File: src/blgc_regs.vh
// Register offsets, field positions and reset values of the bridge config bank.
// Behaviour
// - Bit 6 swaps port B clock polarity.
// - Bit 5 swaps port B data polarity.
// - Bit 4 reverses port B lane order.
// - Bit 2 swaps port A clock polarity.
// - Bit 1 swaps port A data polarity.
// - Bit 0 reverses port A lane order.
// - General bit 7 enables CRC checker.
// - General bit 6 disables pin pull-downs.
// - General bit 5 auto-acknowledges remote writes.
// - General bit 4 filters short sync pulses.
// - General bit 3 enables I2C pass-through.
// - General bit 1 enables clock fallback.
// - Link select steers per-link field copies.
// - Config-two bit 5 holds CRC counters cleared.
// - Config-two bit 1 enables forward-check override.
// - Resets: general 92h, others zero.
// - Config-two bit 0 is override value.
// - Registers reached by host over I2C.
`ifndef BLGC_REGS_VH
`define BLGC_REGS_VH
`define BLGC_ADDR_LANE       8'h02
`define BLGC_ADDR_GEN        8'h03
`define BLGC_ADDR_GEN2       8'h04
`define BLGC_RST_LANE        8'h00
`define BLGC_RST_GEN         8'h92
`define BLGC_RST_GEN2        8'h00
`define BLGC_MASK_LANE       8'h77
`define BLGC_MASK_GEN        8'hd2
`define BLGC_MASK_GEN2       8'h23
`define BLGC_BIT_B_CLK_SWAP  6
`define BLGC_BIT_B_DATA_SWAP 5
`define BLGC_BIT_B_FLIP      4
`define BLGC_BIT_A_CLK_SWAP  2
`define BLGC_BIT_A_DATA_SWAP 1
`define BLGC_BIT_A_FLIP      0
`define BLGC_BIT_CRC_EN      7
`define BLGC_BIT_PD_OFF      6
`define BLGC_BIT_AUTO_ACK    5
`define BLGC_BIT_FILTER      4
`define BLGC_BIT_PASS        3
`define BLGC_BIT_CLK_AUTO    1
`define BLGC_BIT_CRC_CLR     5
`define BLGC_BIT_OV_EN       1
`define BLGC_BIT_OV_VAL      0
`endif

File: src/blgc_config.v
// Lane mapping and general configuration registers with per-link copies.
`timescale 1ns/1ns
`include "blgc_regs.vh"
module blgc_config (
   // Clock and reset
   input  wire       i_clk,
   input  wire       i_srst,
   // Register access from the I2C target logic
   input  wire       i_reg_wr,
   input  wire [7:0] i_reg_addr,
   input  wire [7:0] i_reg_wdata,
   input  wire       i_second_link_select,
   output reg  [7:0] o_reg_rdata,
   // Port A lanes: data lanes 3..0 and clock, as p/n pairs
   input  wire [3:0] i_a_data_p,
   input  wire [3:0] i_a_data_n,
   input  wire       i_a_clk_p,
   input  wire       i_a_clk_n,
   output wire [3:0] o_a_data_p,
   output wire [3:0] o_a_data_n,
   output wire       o_a_clk_p,
   output wire       o_a_clk_n,
   // Port B lanes
   input  wire [3:0] i_b_data_p,
   input  wire [3:0] i_b_data_n,
   input  wire       i_b_clk_p,
   input  wire       i_b_clk_n,
   output wire [3:0] o_b_data_p,
   output wire [3:0] o_b_data_n,
   output wire       o_b_clk_p,
   output wire       o_b_clk_n,
   // Sync inputs on the pixel clock enable
   input  wire       i_pclk_en,
   input  wire [2:0] i_sync,
   output reg  [2:0] o_sync,
   // Pixel clock presence and clock selection
   input  wire       i_pclk_present,
   output wire       o_use_always_on_clk,
   // Control levels to the rest of the device
   output wire       o_crc_check_enable,
   output wire       o_pin_pulldown_off,
   output wire [1:0] o_auto_ack,
   output wire [1:0] o_pass_through,
   output wire       o_crc_count_clear,
   output wire [1:0] o_fwd_check_override_enable,
   output wire [1:0] o_fwd_check_override_value
);

   // Shared register bits. The per-link bits of the general registers are
   // not kept here; they live in the per-link copies further down.
   reg  [7:0] lane_q;
   reg  [7:0] lane_d;
   reg  [7:0] gen_q;
   reg  [7:0] gen_d;
   reg        crc_clr_q;
   reg        crc_clr_d;

   // Per-link copies, bit 1 for the second link.
   wire [1:0] ack_w;
   wire [1:0] pass_w;
   wire [1:0] ov_en_w;
   wire [1:0] ov_val_w;

   // Synchronisers and the sync pulse filter.
   reg  [1:0] pres_meta_q;
   reg  [2:0] sync_meta_q;
   reg  [2:0] sync_s_q;
   reg  [2:0] sync_prev_q;
   reg  [2:0] sync_stable_q;
   wire [2:0] sync_d;

   // Write strobes and the link that the per-link fields address.
   wire       sel;
   wire       wr_lane;
   wire       wr_gen;
   wire       wr_gen2;

   genvar     gv_link;
   genvar     gv_lane;
   genvar     gv_sync;

   // True when the offset on the register bus is the given one. All write
   // strobes use it, so a change of decoding has one place to go.
   function addr_hit;
      input [7:0] addr;
      input [7:0] offset;
      begin
         addr_hit = (addr == offset);
      end
   endfunction

   // One leg of a differential pair, crossed over when swap is set.
   function pick_leg;
      input swap;
      input leg_p;
      input leg_n;
      begin
         pick_leg = swap ? leg_n : leg_p;
      end
   endfunction

   assign sel = i_second_link_select;

   assign wr_lane = i_reg_wr &&
      addr_hit(i_reg_addr, `BLGC_ADDR_LANE);
   assign wr_gen = i_reg_wr &&
      addr_hit(i_reg_addr, `BLGC_ADDR_GEN);
   assign wr_gen2 = i_reg_wr &&
      addr_hit(i_reg_addr, `BLGC_ADDR_GEN2);

   // Lane mapping register.
   always @* begin
      lane_d = lane_q;
      if (wr_lane) begin
         lane_d = i_reg_wdata & `BLGC_MASK_LANE;
      end
   end

   always @(posedge i_clk) begin
      if (i_srst) begin
         lane_q <= `BLGC_RST_LANE;
      end else begin
         lane_q <= lane_d;
      end
   end

   // General register, shared bits only.
   always @* begin
      gen_d = gen_q;
      if (wr_gen) begin
         gen_d = i_reg_wdata & `BLGC_MASK_GEN;
      end
   end

   always @(posedge i_clk) begin
      if (i_srst) begin
         gen_q <= `BLGC_RST_GEN & `BLGC_MASK_GEN;
      end else begin
         gen_q <= gen_d;
      end
   end

   // Counter clear is a plain level; software must write it back to zero.
   always @* begin
      crc_clr_d = crc_clr_q;
      if (wr_gen2) begin
         crc_clr_d = i_reg_wdata[`BLGC_BIT_CRC_CLR];
      end
   end

   always @(posedge i_clk) begin
      if (i_srst) begin
         crc_clr_q <= 1'b0;
      end else begin
         crc_clr_q <= crc_clr_d;
      end
   end

   // Each link keeps its own copy of the per-link bits. The select is
   // sampled at the write, so moving it later does not disturb a copy.
   generate
      for (gv_link = 0; gv_link < 2; gv_link = gv_link + 1) begin : g_link
         wire mine;
         reg  ack_q;
         reg  pass_q;
         reg  ov_en_q;
         reg  ov_val_q;

         assign mine = (gv_link == 1) ? sel : !sel;

         always @(posedge i_clk) begin
            if (i_srst) begin
               ack_q <= 1'b0;
               pass_q <= 1'b0;
               ov_en_q <= 1'b0;
               ov_val_q <= 1'b0;
            end else begin
               if (wr_gen && mine) begin
                  ack_q <= i_reg_wdata[`BLGC_BIT_AUTO_ACK];
                  pass_q <= i_reg_wdata[`BLGC_BIT_PASS];
               end
               if (wr_gen2 && mine) begin
                  ov_en_q <= i_reg_wdata[`BLGC_BIT_OV_EN];
                  ov_val_q <= i_reg_wdata[`BLGC_BIT_OV_VAL];
               end
            end
         end

         assign ack_w[gv_link] = ack_q;
         assign pass_w[gv_link] = pass_q;
         assign ov_en_w[gv_link] = ov_en_q;
         assign ov_val_w[gv_link] = ov_val_q;
      end
   endgenerate

   // Reads are combinational; unmapped offsets and reserved bits give zero.
   always @* begin
      o_reg_rdata = 8'h00;
      case (i_reg_addr)
         `BLGC_ADDR_LANE: begin
            o_reg_rdata = lane_q;
         end
         `BLGC_ADDR_GEN: begin
            o_reg_rdata = gen_q;
            o_reg_rdata[`BLGC_BIT_AUTO_ACK] = ack_w[sel];
            o_reg_rdata[`BLGC_BIT_PASS] = pass_w[sel];
         end
         `BLGC_ADDR_GEN2: begin
            o_reg_rdata[`BLGC_BIT_CRC_CLR] = crc_clr_q;
            o_reg_rdata[`BLGC_BIT_OV_EN] = ov_en_w[sel];
            o_reg_rdata[`BLGC_BIT_OV_VAL] = ov_val_w[sel];
         end
         default: begin
            o_reg_rdata = 8'h00;
         end
      endcase
   end

   // Lane remap. Swap and flip act on the lane wires directly, so they add
   // no delay; with the flip set, output lane k is fed from input lane 3-k.
   generate
      for (gv_lane = 0; gv_lane < 4; gv_lane = gv_lane + 1) begin : g_lane
         wire a_src_p;
         wire a_src_n;
         wire b_src_p;
         wire b_src_n;

         assign a_src_p = lane_q[`BLGC_BIT_A_FLIP] ?
            i_a_data_p[3 - gv_lane] : i_a_data_p[gv_lane];
         assign a_src_n = lane_q[`BLGC_BIT_A_FLIP] ?
            i_a_data_n[3 - gv_lane] : i_a_data_n[gv_lane];
         assign b_src_p = lane_q[`BLGC_BIT_B_FLIP] ?
            i_b_data_p[3 - gv_lane] : i_b_data_p[gv_lane];
         assign b_src_n = lane_q[`BLGC_BIT_B_FLIP] ?
            i_b_data_n[3 - gv_lane] : i_b_data_n[gv_lane];

         assign o_a_data_p[gv_lane] = pick_leg(
            lane_q[`BLGC_BIT_A_DATA_SWAP], a_src_p, a_src_n);
         assign o_a_data_n[gv_lane] = pick_leg(
            lane_q[`BLGC_BIT_A_DATA_SWAP], a_src_n, a_src_p);
         assign o_b_data_p[gv_lane] = pick_leg(
            lane_q[`BLGC_BIT_B_DATA_SWAP], b_src_p, b_src_n);
         assign o_b_data_n[gv_lane] = pick_leg(
            lane_q[`BLGC_BIT_B_DATA_SWAP], b_src_n, b_src_p);
      end
   endgenerate

   assign o_a_clk_p = pick_leg(lane_q[`BLGC_BIT_A_CLK_SWAP],
      i_a_clk_p, i_a_clk_n);
   assign o_a_clk_n = pick_leg(lane_q[`BLGC_BIT_A_CLK_SWAP],
      i_a_clk_n, i_a_clk_p);
   assign o_b_clk_p = pick_leg(lane_q[`BLGC_BIT_B_CLK_SWAP],
      i_b_clk_p, i_b_clk_n);
   assign o_b_clk_n = pick_leg(lane_q[`BLGC_BIT_B_CLK_SWAP],
      i_b_clk_n, i_b_clk_p);

   // Control levels to the rest of the device.
   assign o_crc_check_enable = gen_q[`BLGC_BIT_CRC_EN];
   assign o_pin_pulldown_off = gen_q[`BLGC_BIT_PD_OFF];
   assign o_auto_ack = ack_w;
   assign o_pass_through = pass_w;
   assign o_crc_count_clear = crc_clr_q;
   assign o_fwd_check_override_enable = ov_en_w;
   // The value is gated so that a stale value cannot act without the enable.
   assign o_fwd_check_override_value = ov_val_w & ov_en_w;

   // Pixel clock presence comes from another domain, so it is synchronised.
   always @(posedge i_clk) begin
      if (i_srst) begin
         pres_meta_q <= 2'h0;
      end else begin
         pres_meta_q <= {pres_meta_q[0], i_pclk_present};
      end
   end
   assign o_use_always_on_clk = gen_q[`BLGC_BIT_CLK_AUTO] &&
      !pres_meta_q[1];

   // Sync pins cross in through two flops. A level is passed on only after
   // two consecutive enables have seen it, which costs two extra enables of
   // delay but rejects any pulse shorter than two pixel clocks.
   always @(posedge i_clk) begin
      if (i_srst) begin
         sync_meta_q <= 3'h0;
         sync_s_q <= 3'h0;
         sync_prev_q <= 3'h0;
         sync_stable_q <= 3'h0;
      end else begin
         sync_meta_q <= i_sync;
         sync_s_q <= sync_meta_q;
         if (i_pclk_en) begin
            sync_prev_q <= sync_s_q;
            sync_stable_q <= ~(sync_s_q ^ sync_prev_q);
         end
      end
   end

   generate
      for (gv_sync = 0; gv_sync < 3; gv_sync = gv_sync + 1) begin : g_sync
         // With the filter bit set, hold the output unless the last two samples agree; with it clear, pass the sample straight on.
         assign sync_d[gv_sync] = !gen_q[`BLGC_BIT_FILTER] ?
            sync_s_q[gv_sync] :
            (sync_stable_q[gv_sync] ? sync_prev_q[gv_sync] : o_sync[gv_sync]);
      end
   endgenerate

   always @(posedge i_clk) begin
      if (i_srst) begin
         o_sync <= 3'h0;
      end else if (i_pclk_en) begin
         o_sync <= sync_d;
      end
   end

endmodule // blgc_config

File: config.mk
export PLATFORM = sky130hd
export DESIGN_NAME = blgc_config
export DESIGN_NICKNAME = d
export VERILOG_FILES = /design/src/blgc_config.v
export VERILOG_INCLUDE_DIRS = /design/src /design/src/src
export SDC_FILE = /design/constraint.sdc
export NUM_CORES = 1
export LEC_CHECK = 0
export ABC_AREA = 1
export BUFFER_PORTS_ARGS = -buffer_cell sky130_fd_sc_hd__buf_2
export CORE_MARGIN = 2
export CORE_UTILIZATION = 46
export DETAILED_ROUTE_END_ITERATION = 16
export PLACE_DENSITY = 0.73
export SETUP_SLACK_MARGIN = 0.5
export SLEW_MARGIN = 25
export SYNTH_ARGS = -nofsm -noshare
export SYNTH_HDL_FRONTEND = slang
export SYNTH_SLANG_ARGS = --single-unit
File: constraint.sdc
create_clock -name i_clk -period 1.4 [get_ports i_clk]
set_input_delay 0.21 -clock i_clk [delete_from_list [all_inputs] [get_ports i_clk]]
set_output_delay 0.21 -clock i_clk [all_outputs]
set_load 0.05 [all_outputs]
==> reports/results.tsv, run 1 <==
stage	metric	value	unit
synthesis	synth_compound_area_frac	0.116	
synthesis	syn_area_per_cell	6.33	µm²
cells_and_area	num-fill-cells	130	
route	wl	11000	µm
synthesis	synthesis.area	2160	µm²
die	die_y	72.6	µm
clocking	cts_buffers	5	
worst_setup_path	rr_worst_depth	6	
cells_and_area	final_common_cell	nand2_1	
timing	finalHoldViolCount	0	
timing	rsz0062_at_grt	true	
die	rows	24	
clocking	cts_root_buf	clkbuf_8	
die	io_pins	88	
synthesis	synth_fp_nets	387	
timing	setup_viol	19	
clocking	htreeDepth	2	
route	dr.pass1.iters	5	
route	first_iter_violations	230	
worst_setup_path	worst_ep_required_time	1190	ps
min_path	hp-class	primary input to flop	
synthesis	synth.distinct_cells	25	
pwr	powerDensity	641	nW/µm²
cells_and_area	area_delta_synth_final	93.5	%
timing	worst_clock_skew	0.681	ps
timing	fin_crit_sh	1.25	
placed_design	dp_cells	473	
synthesis	synth_top_area_frac	0.333	
timing	worst_hold_slack	112	ps
worst_setup_path	crit_fanout	4	
global_routing	grt_pass1_wl	11100	µm
clocking	clkTransAtPathRegs	70	ps
synthesis	yosys.area.top_type	dfxtp_1	
placed_design	hpwl	4040	µm
route	vias	3006	
route	drc	0	
worst_setup_path	critPathCaptureType	primary output	
clocking	insertion_delay	290	ps
timing	fmax	570	MHz
cells_and_area	layout_common_cells	nand2_1 (51), buf_6 (48), inv_1 (37), buf_2 (37), nor2_1 (30)	
placed_design	gp_congestion	0.832	
synthesis	synthSimpleGateAreaFrac	0.318	
clocking	cts.path.max_buffers	2	
cells_and_area	multi_input_area	1750	µm²
run_status	violations	setup timing	
timing	setup_slack	-355	ps
global_routing	gr-total-overflow	0	
global_routing	antenna_found_initial	0	
synthesis	yosysWarnings	0	
global_routing	grt_pass1_vias	2442	
timing	slew_headroom	0.669	
cells_and_area	drive_above_1_share	0.638	
pwr	leakage	0.00191	µW
min_path	hold_depth	3	
clocking	cts_tree	yes	
timing	finalMaxSlewViolations	0	
clocking	clock_sinks	36	
synthesis	synth_area_leaders	dfxtp_1 (33%), nand2_1 (16%), inv_1 (9.5%), nor2_1 (8.0%), o21ai_0 (7.9%)	
route	drtAntennaViolNets	0	
route	wl_per_cell	21.7	µm
die	die_w	72.6	µm
synthesis	seq_area_frac_synth	0.333	
synthesis	synth-xor-area-share	0.0121	
synthesis	muxShareOfSynthArea	0.0555	
cells_and_area	antenna_cells	0	
cells_and_area	nets	500	
synthesis	synth_seq_cells	36	
worst_setup_path	cp-start-kind	flop	
placed_design	io_buffers	87	
global_routing	grt_start_max_net_pins	19	
synthesis	syn_inst	342	
worst_setup_path	crit_slowest_cell	dfxtp_2	
timing	period_minus_slack	1750	ps
worst_setup_path	path_class	flop to primary output	
worst_setup_path	arrival	1540	ps
synthesis	synth_top_family_by_area	simple AND/OR/NAND/NOR gates	
die	start_util	0.487	
global_routing	track_usage	0.268	
cells_and_area	ff_latch_area	771	µm²
worst_setup_path	slowest_delay	340	ps
die	core	4440	µm²
timing	worst_pin_slew	497	ps
flow_run	maxCapViolCount	0	
pwr	vdd_drop_max	1.14	mV
clocking	cts_hold_buf	0	
run_status	status	finished, violations left	
timing	tns	-3700	ps
die	fp.dieArea	5270	µm²
route	viasPerCell	5.92	
worst_setup_path	crit_chain	inv_1 -> nand2_1 -> nand2_1 -> nand2_1 -> o21ai_4 -> buf_6	
cells_and_area	instances_no_fill	508	
worst_setup_path	cp_common_cell	nand2_1	
synthesis	synthAdderAreaFrac	0	
final timing paths:
kind              slack [ps]                 startpoint                   endpoint
setup / recovery        -350     lane_q[4]$_SDFFE_PP0P_              o_b_data_p[2]
hold / removal           110                  i_sync[1]  sync_meta_q[1]$_SDFF_PP0_
setup reg to reg         340      gen_q[4]$_SDFFE_PP1P_     o_sync[1]$_SDFFE_PP0P_
hold reg to reg          410  sync_meta_q[2]$_SDFF_PP0_     sync_s_q[2]$_SDFF_PP0_
repair_timing:
item	in CTS	in global routing
hold endpoints to repair	0	0
gates cloned	3	1
pin swaps	27	27
resized for setup	189	111
setup buffers	8	15
setup endpoints to repair	57	64
worst max-delay path: cells and delay by family, from the launching register on:
kind / cells / cell delay, ps
buf+inv: 2 / 390
compound gates: 1 / 90
simple gates: 3 / 430
flops: 1 / 340
cell families (layout without fill, tap and decap cells):
logic type / count (synthesis) / in the layout
AND/OR/NAND/NOR: 163 / 164
buffers and inverters: 80 / 193
AO/OA/AOI/OAI: 48 / 48
flip-flops: 36 / 36
multiplexers: 12 / 12
XOR/XNOR: 3 / 3
area by class of cell:
cell class              instances  area share
well taps                      52      0.0155
flip-flops and latches         36       0.184
repair inverters                2     0.00239
clock buffers                   6      0.0173
clock inverters                 2     0.00837
multi-input cells             227       0.419
repair buffers                124       0.289
inverters                      59      0.0649
sequential cells by signal (all words and copies together) (netlist names), 3 cells and up:
name	flops
lane_q	6
gen_q	4
sync_prev_q	3
sync_meta_q	3
sync_stable_q	3
o_sync	3
sync_s_q	3
stage by stage:
| step | utilization | setup slack, ps | instance area, µm² | power [µW] |
|---|---|---|---|---|
| after floorplan | - | -160 | 2440 | 1410 |
| after global placement | 0.650 | -23.3 | 2890 | 1550 |
| after detailed placement | 0.650 | -61.4 | 2890 | 1560 |
| after CTS | 0.825 | -169 | 3670 | 2550 |
| after global routing | 0.942 | -333 | 4190 | 2730 |
| final | 0.942 | -355 | 4190 | 2680 |
routing by layer:
layer / wire length [µm] / vias up / part of all wire / global-route usage
li1: - / 1284 / - / -
met1: 3930 / 1404 / 0.36 / 0.336
met2: 5400 / 240 / 0.49 / 0.464
met3: 968 / 78 / 0.088 / 0.0442
met4: 738 / 0 / 0.067 / 0.0947
met5: 0 / - / 0 / 0
cells in the mapped netlist (all sizes together):
master / n
a21oi: 11
inv: 57
nand4: 8
xnor2: 3
buf: 18
nor2: 49
mux2i: 12
nand3: 13
o211ai: 2
nand2: 92
dfxtp: 36
o21ai: 34
nor2b: 1
clkbuf: 3
o22ai: 1
clkinv: 2
where the power goes:
part | internal, µW | switching [µW] | leakage [µW] | total, µW
clock network | 529 | 417 | 0.0000552 | 946
logic | 248 | 435 | 0.00155 | 684
registers | 1030 | 20.5 | 0.000304 | 1050
total | 1810 | 873 | 0.00191 | 2680
Note: power is estimated with default switching activity, not from simulation.
==> run 2, diff against run 1 <==
--- a/config.mk
+++ b/config.mk
@@ -12,6 +12,7 @@
 export CORE_UTILIZATION = 46
 export DETAILED_ROUTE_END_ITERATION = 16
 export PLACE_DENSITY = 0.73
+export RECOVER_POWER = 25
 export SETUP_SLACK_MARGIN = 0.5
 export SLEW_MARGIN = 25
 export SYNTH_ARGS = -nofsm -noshare
==> run 2 against run 1 <==
The run still ends with setup timing left. Worst setup slack got worse by 4.0 ps. Clock power about the same. Count of clock-buffer cells in the layout unchanged. Critical path type unchanged. Largest cell class unchanged.
==> reports/results.tsv, run 2 (same netlist as run 1, synthesis figures left out) <==
stage	metric	value	unit
timing	worst_clock_skew	1.46	ps
global_routing	grt_start_max_net_pins	19	
route	drc	0	
timing	fmax	569	MHz
timing	finalMaxSlewViolations	0	
die	die_w	72.6	µm
timing	setup_viol	20	
worst_setup_path	cp-start-kind	flop	
clocking	cts_buffers	5	
clocking	cts.path.max_buffers	2	
placed_design	gp_congestion	0.832	
run_status	status	finished, violations left	
route	drtAntennaViolNets	0	
clocking	clock_sinks	36	
die	rows	24	
pwr	total_power	2680	µW
timing	worst_hold_slack	111	ps
cells_and_area	layout_common_cells	nand2_1 (51), buf_6 (47), inv_1 (37)	
clocking	htreeDepth	2	
timing	period_minus_slack	1760	ps
clocking	cts_tree	yes	
cells_and_area	antenna_cells	0	
route	wl_per_cell	21.7	µm
worst_setup_path	crit_fanout	4	
timing	slew_headroom	0.557	
clocking	clkTransAtPathRegs	70	ps
worst_setup_path	critPathCaptureType	primary output	
placed_design	hpwl	4040	µm
global_routing	antenna_found_initial	0	
cells_and_area	num-fill-cells	135	
pwr	powerDensity	642	nW/µm²
global_routing	grt_pass1_wl	11100	µm
route	dr.pass1.iters	5	
die	fp.dieArea	5270	µm²
global_routing	gr-total-overflow	0	
die	start_util	0.487	
timing	setup_slack	-359	ps
worst_setup_path	path_delay_family	simple AND/OR/NAND/NOR gates	
clocking	cts_hold_buf	0	
pwr	vdd_drop_max	1.14	mV
run_status	violations	setup timing	
cells_and_area	area_delta_synth_final	92.9	%
cells_and_area	top_register	lane_q	
cells_and_area	nets	500	
global_routing	track_usage	0.268	
route	wl	11000	µm
die	core	4440	µm²
flow_run	maxCapViolCount	0	
timing	finalHoldViolCount	0	
placed_design	io_buffers	87	
worst_setup_path	crit_slowest_cell	dfxtp_2	
clocking	cts_root_buf	clkbuf_8	
worst_setup_path	worst_ep_required_time	1190	ps
worst_setup_path	arrival	1550	ps
route	viasPerCell	5.91	
clocking	insertion_delay	300	ps
worst_setup_path	cp_common_cell	nand2_1	
timing	rsz0062_at_grt	true	
die	die_y	72.6	µm
cells_and_area	top_regs	lane_q: 6 flops, gen_q: 4 flops	
route	vias	3004	
route	first_iter_violations	215	
worst_setup_path	path_class	flop to primary output	
cells_and_area	largest_reg_flops	6	
timing	worst_pin_slew	665	ps
min_path	hp-class	primary input to flop	
timing	fin_crit_sh	1.26	
pwr	leakage	0.00190	µW
die	io_pins	88	
cells_and_area	drive_above_1_share	0.632	
global_routing	grt_pass1_vias	2442	
worst_setup_path	path_buf_inv	2	
worst_setup_path	slowest_delay	340	ps
cells_and_area	final_common_cell	nand2_1	
worst_setup_path	crit_chain	inv_1 -> nand2_1 -> nand2_1 -> nand2_1 -> o21ai_4 -> buf_6	
## run 2: timing repair
action,4_1_cts,5_1_grt
setup endpoints to repair,57,64
cloned,3,1
buffers inserted,8,15
pin swaps,27,27
hold endpoints to repair,0,0
resized for setup,189,111
## run 2: layout make-up
class	instances	area [µm²]	share of cell area
clock inverters	2	35.0	0.00839
flip-flops and latches	36	771	0.185
repair inverters	2	10.0	0.00240
multi-input cells	227	1750	0.420
well taps	52	65.1	0.0156
repair buffers	124	1200	0.287
clock buffers	6	72.6	0.0174
inverters	59	272	0.0650
## run 2: path summary, 6_finish.rpt
kind | startpoint | to | slack (ps) | depth (start not counted)
worst min register to register | sync_meta_q[2]$_SDFF_PP0_ | sync_s_q[2]$_SDFF_PP0_ | 410 | 2
worst max-delay path | lane_q[4]$_SDFFE_PP0P_ | o_b_data_p[2] | -360 | 6
worst min-delay path | i_sync[1] | sync_meta_q[1]$_SDFF_PP0_ | 110 | 3
worst max register to register | gen_q[4]$_SDFFE_PP1P_ | o_sync[1]$_SDFFE_PP0P_ | 300 | 6
## run 2: layer usage
metal  GRT usage  wire length [µm]
met1       0.336              3880
met2       0.464              5450
met3      0.0442               983
met4      0.0947               699
met5           0                 0
## run 2: per-stage QoR
| step | util | worst slack (ps) | cell area, µm² | setup TNS, ps | instances |
|---|---|---|---|---|---|
| 5_1_grt | 0.939 | -333 | 4170 | -4210 | 508 |
| 2_1_floorplan | - | -160 | 2440 | -1570 | 342 |
| 6_report | 0.939 | -359 | 4170 | -3710 | 508 |
| 3_5_place_dp | 0.650 | -61.4 | 2890 | -150 | 473 |
| 3_3_place_gp | 0.650 | -23.3 | 2890 | -26.9 | 473 |
| 4_1_cts | 0.825 | -169 | 3670 | -1980 | 492 |
## run 2: worst register-to-register path, delay by kind of cell, from the launching register on
kind,cells,cell delay [ps]
flip-flops,1,360
AND/OR/NAND/NOR,3,230
AO/OA/AOI/OAI,2,220
buffers and inverters,1,150
## run 2: power by group
group / leakage (µW) / switching, µW / internal [µW]
Clock: 0.0000552 / 415 / 529
Combinational: 0.00154 / 435 / 247
Sequential: 0.000304 / 20.8 / 1030
==> run 3, diff against run 2 <==
--- a/config.mk
+++ b/config.mk
@@ -9,12 +9,12 @@
 export ABC_AREA = 1
 export BUFFER_PORTS_ARGS = -buffer_cell sky130_fd_sc_hd__buf_2
 export CORE_MARGIN = 2
-export CORE_UTILIZATION = 46
+export CORE_UTILIZATION = 44
 export DETAILED_ROUTE_END_ITERATION = 16
 export PLACE_DENSITY = 0.73
 export RECOVER_POWER = 25
 export SETUP_SLACK_MARGIN = 0.5
-export SLEW_MARGIN = 25
+export SLEW_MARGIN = 20
 export SYNTH_ARGS = -nofsm -noshare
 export SYNTH_HDL_FRONTEND = slang
 export SYNTH_SLANG_ARGS = --single-unit
==> constraint.sdc (replaced) <==
create_clock -name i_clk -period 1.6 [get_ports i_clk]
set_input_delay 0.24 -clock i_clk [delete_from_list [all_inputs] [get_ports i_clk]]
set_output_delay 0.24 -clock i_clk [all_outputs]
set_load 0.05 [all_outputs]
==> run 3 against run 2 <==
Sequential share of layout area increased by 3.2 points. Combinational power shrank 29%. Critical path type unchanged. Sequential cell count did not move. Count of clock-buffer cells in the layout decreased by 1. The run still ends with setup timing left. Wire length fell by 44%. Core utilization fell by 20 points. First-iteration DRC count shrank 75%. Power decreased by 23%. Hold slack better by 25 ps. Largest cell class unchanged. Register-to-register slack better by 320 ps. Via count shrank 21%.
==> reports/results.tsv, run 3 (same netlist as run 1, synthesis figures left out) <==
stage	metric	value	unit
cells_and_area	top_register	lane_q	
run_status	violations	setup timing	
route	dr.pass1.iters	4	
route	first_iter_violations	53	
pwr	powerDensity	594	nW/µm²
cells_and_area	antenna_cells	0	
cells_and_area	area_delta_synth_final	61.2	%
clocking	insertion_delay	300	ps
worst_setup_path	arrival	1380	ps
route	viasPerCell	4.75	
timing	slew_headroom	0.565	
cells_and_area	drive_above_1_share	0.465	
clocking	htreeDepth	2	
pwr	leakage	0.00164	µW
timing	setup_viol	5	
cells_and_area	top_regs	lane_q: 6 flops, gen_q: 4 flops	
timing	fin_crit_sh	1.01	
global_routing	track_usage	0.218	
worst_setup_path	worst_ep_required_time	1360	ps
die	die_w	74.1	µm
run_status	status	finished, violations left	
placed_design	hpwl	4020	µm
timing	setup_slack	-21.6	ps
worst_setup_path	cp-start-kind	flop	
cells_and_area	final_common_cell	nand2_1	
clocking	cts_tree	yes	
worst_setup_path	slowest_delay	340	ps
pwr	vdd_drop_max	0.519	mV
cells_and_area	largest_reg_flops	6	
timing	finalHoldViolCount	0	
timing	worst_hold_slack	136	ps
timing	worst_clock_skew	2.49	ps
timing	period_minus_slack	1620	ps
die	start_util	0.458	
route	drc	0	
route	wl	6160	µm
clocking	clock_sinks	36	
pwr	total_power	2070	µW
die	io_pins	88	
clocking	cts_root_buf	clkbuf_8	
timing	fmax	617	MHz
die	core	4720	µm²
route	vias	2382	
placed_design	io_buffers	87	
flow_run	maxCapViolCount	0	
global_routing	gr-total-overflow	0	
worst_setup_path	crit_chain	buf_4 -> mux2i_1 -> o21ai_2 -> buf_6	
timing	rsz0062_at_grt	true	
worst_setup_path	path_delay_family	flip-flops	
die	fp.dieArea	5490	µm²
route	drtAntennaViolNets	0	
cells_and_area	layout_common_cells	nand2_1 (76), inv_1 (43), nor2_1 (38)	
global_routing	grt_pass1_wl	9420	µm
die	die_y	74.1	µm
route	wl_per_cell	12.3	µm
global_routing	grt_pass1_vias	2165	
placed_design	gp_congestion	0.822	
global_routing	grt_start_max_net_pins	20	
clocking	clkTransAtPathRegs	80	ps
clocking	cts.path.max_buffers	2	
worst_setup_path	crit_slowest_cell	dfxtp_2	
cells_and_area	nets	478	
timing	worst_pin_slew	652	ps
worst_setup_path	critPathCaptureType	primary output	
clocking	cts_buffers	5	
worst_setup_path	crit_fanout	4	
die	rows	25	
timing	finalMaxSlewViolations	0	
min_path	hp-class	primary input to flop	
global_routing	antenna_found_initial	0	
clocking	cts_hold_buf	0	
worst_setup_path	path_class	flop to primary output	
worst_setup_path	path_buf_inv	2	
==> run 3: changes by cell type in the layout (fill, tap and decap cells not counted), moves of 6 or more <==
cell	change
nand2_4	-11
nor2_1	+8
nand2_1	+25
buf_6	-10
buf_8	-10
nand3_1	+9
nand2_2	-14
nand3_2	-6
inv_1	+6
==> run 3: final timing paths <==
check	startpoint	end	slack, ps	depth (start not counted)
min	i_sync[1]	sync_meta_q[1]$_SDFF_PP0_	140	3
min reg2reg	sync_meta_q[1]$_SDFF_PP0_	sync_s_q[1]$_SDFF_PP0_	410	2
max reg2reg	gen_q[4]$_SDFFE_PP1P_	o_sync[0]$_SDFFE_PP0P_	620	6
max	lane_q[0]$_SDFFE_PP0P_	o_a_data_p[3]	-20	4
==> run 3: area by class of cell <==
cell class | count | area [µm²]
Clock buffer | 5 | 68.8
Clock inverter | 3 | 23.8
Fill cell | 365 | 1230
Inverter | 59 | 251
Multi-Input combinational cell | 226 | 1390
Sequential cell | 36 | 756
Tap cell | 67 | 83.8
Timing Repair Buffer | 104 | 910
Timing Repair inverter | 1 | 5.00
==> run 3: per-layer routing <==
metal / vias to the layer above / track usage / wire length (µm) / part of all wire
li1: 1233 / - / - / -
met1: 1072 / 0.265 / 2630 / 0.43
met2: 68 / 0.390 / 3140 / 0.51
met3: 9 / 0.0420 / 312 / 0.051
met4: 0 / 0.0667 / 79 / 0.013
met5: - / 0 / 0 / 0
==> run 3: tightest hold or removal path, cell delays in order <==
cell and delay [ps]:
buf_2 70, inv_1 30, nor2_1 60
==> run 3: metrics by stage <==
stage,area (µm²),TNS [ps],cells,setup slack (ps),util
floorplan,2310,-39.8,342,-19.9,-
global placement,2760,0,485,118,0.585
detailed placement,2760,0,485,106,0.585
CTS,3290,0,498,6.65,0.696
global route,3490,-616,501,-89.7,0.739
finish,3490,-54.1,501,-21.6,0.739
==> run 3: what timing repair did <==
action	CTS	global route
endpoints found under the hold margin	0	0
endpoints found under the setup margin	43	47
resized for setup	135	59
pin swaps	17	14
gates cloned	2	0
buffers inserted	3	3
==> run 3: report_power, final <==
part	switching (µW)	internal, µW	leakage, µW
clock	357	308	0.0000404
combinational	295	187	0.00130
sequential	13.0	911	0.000302
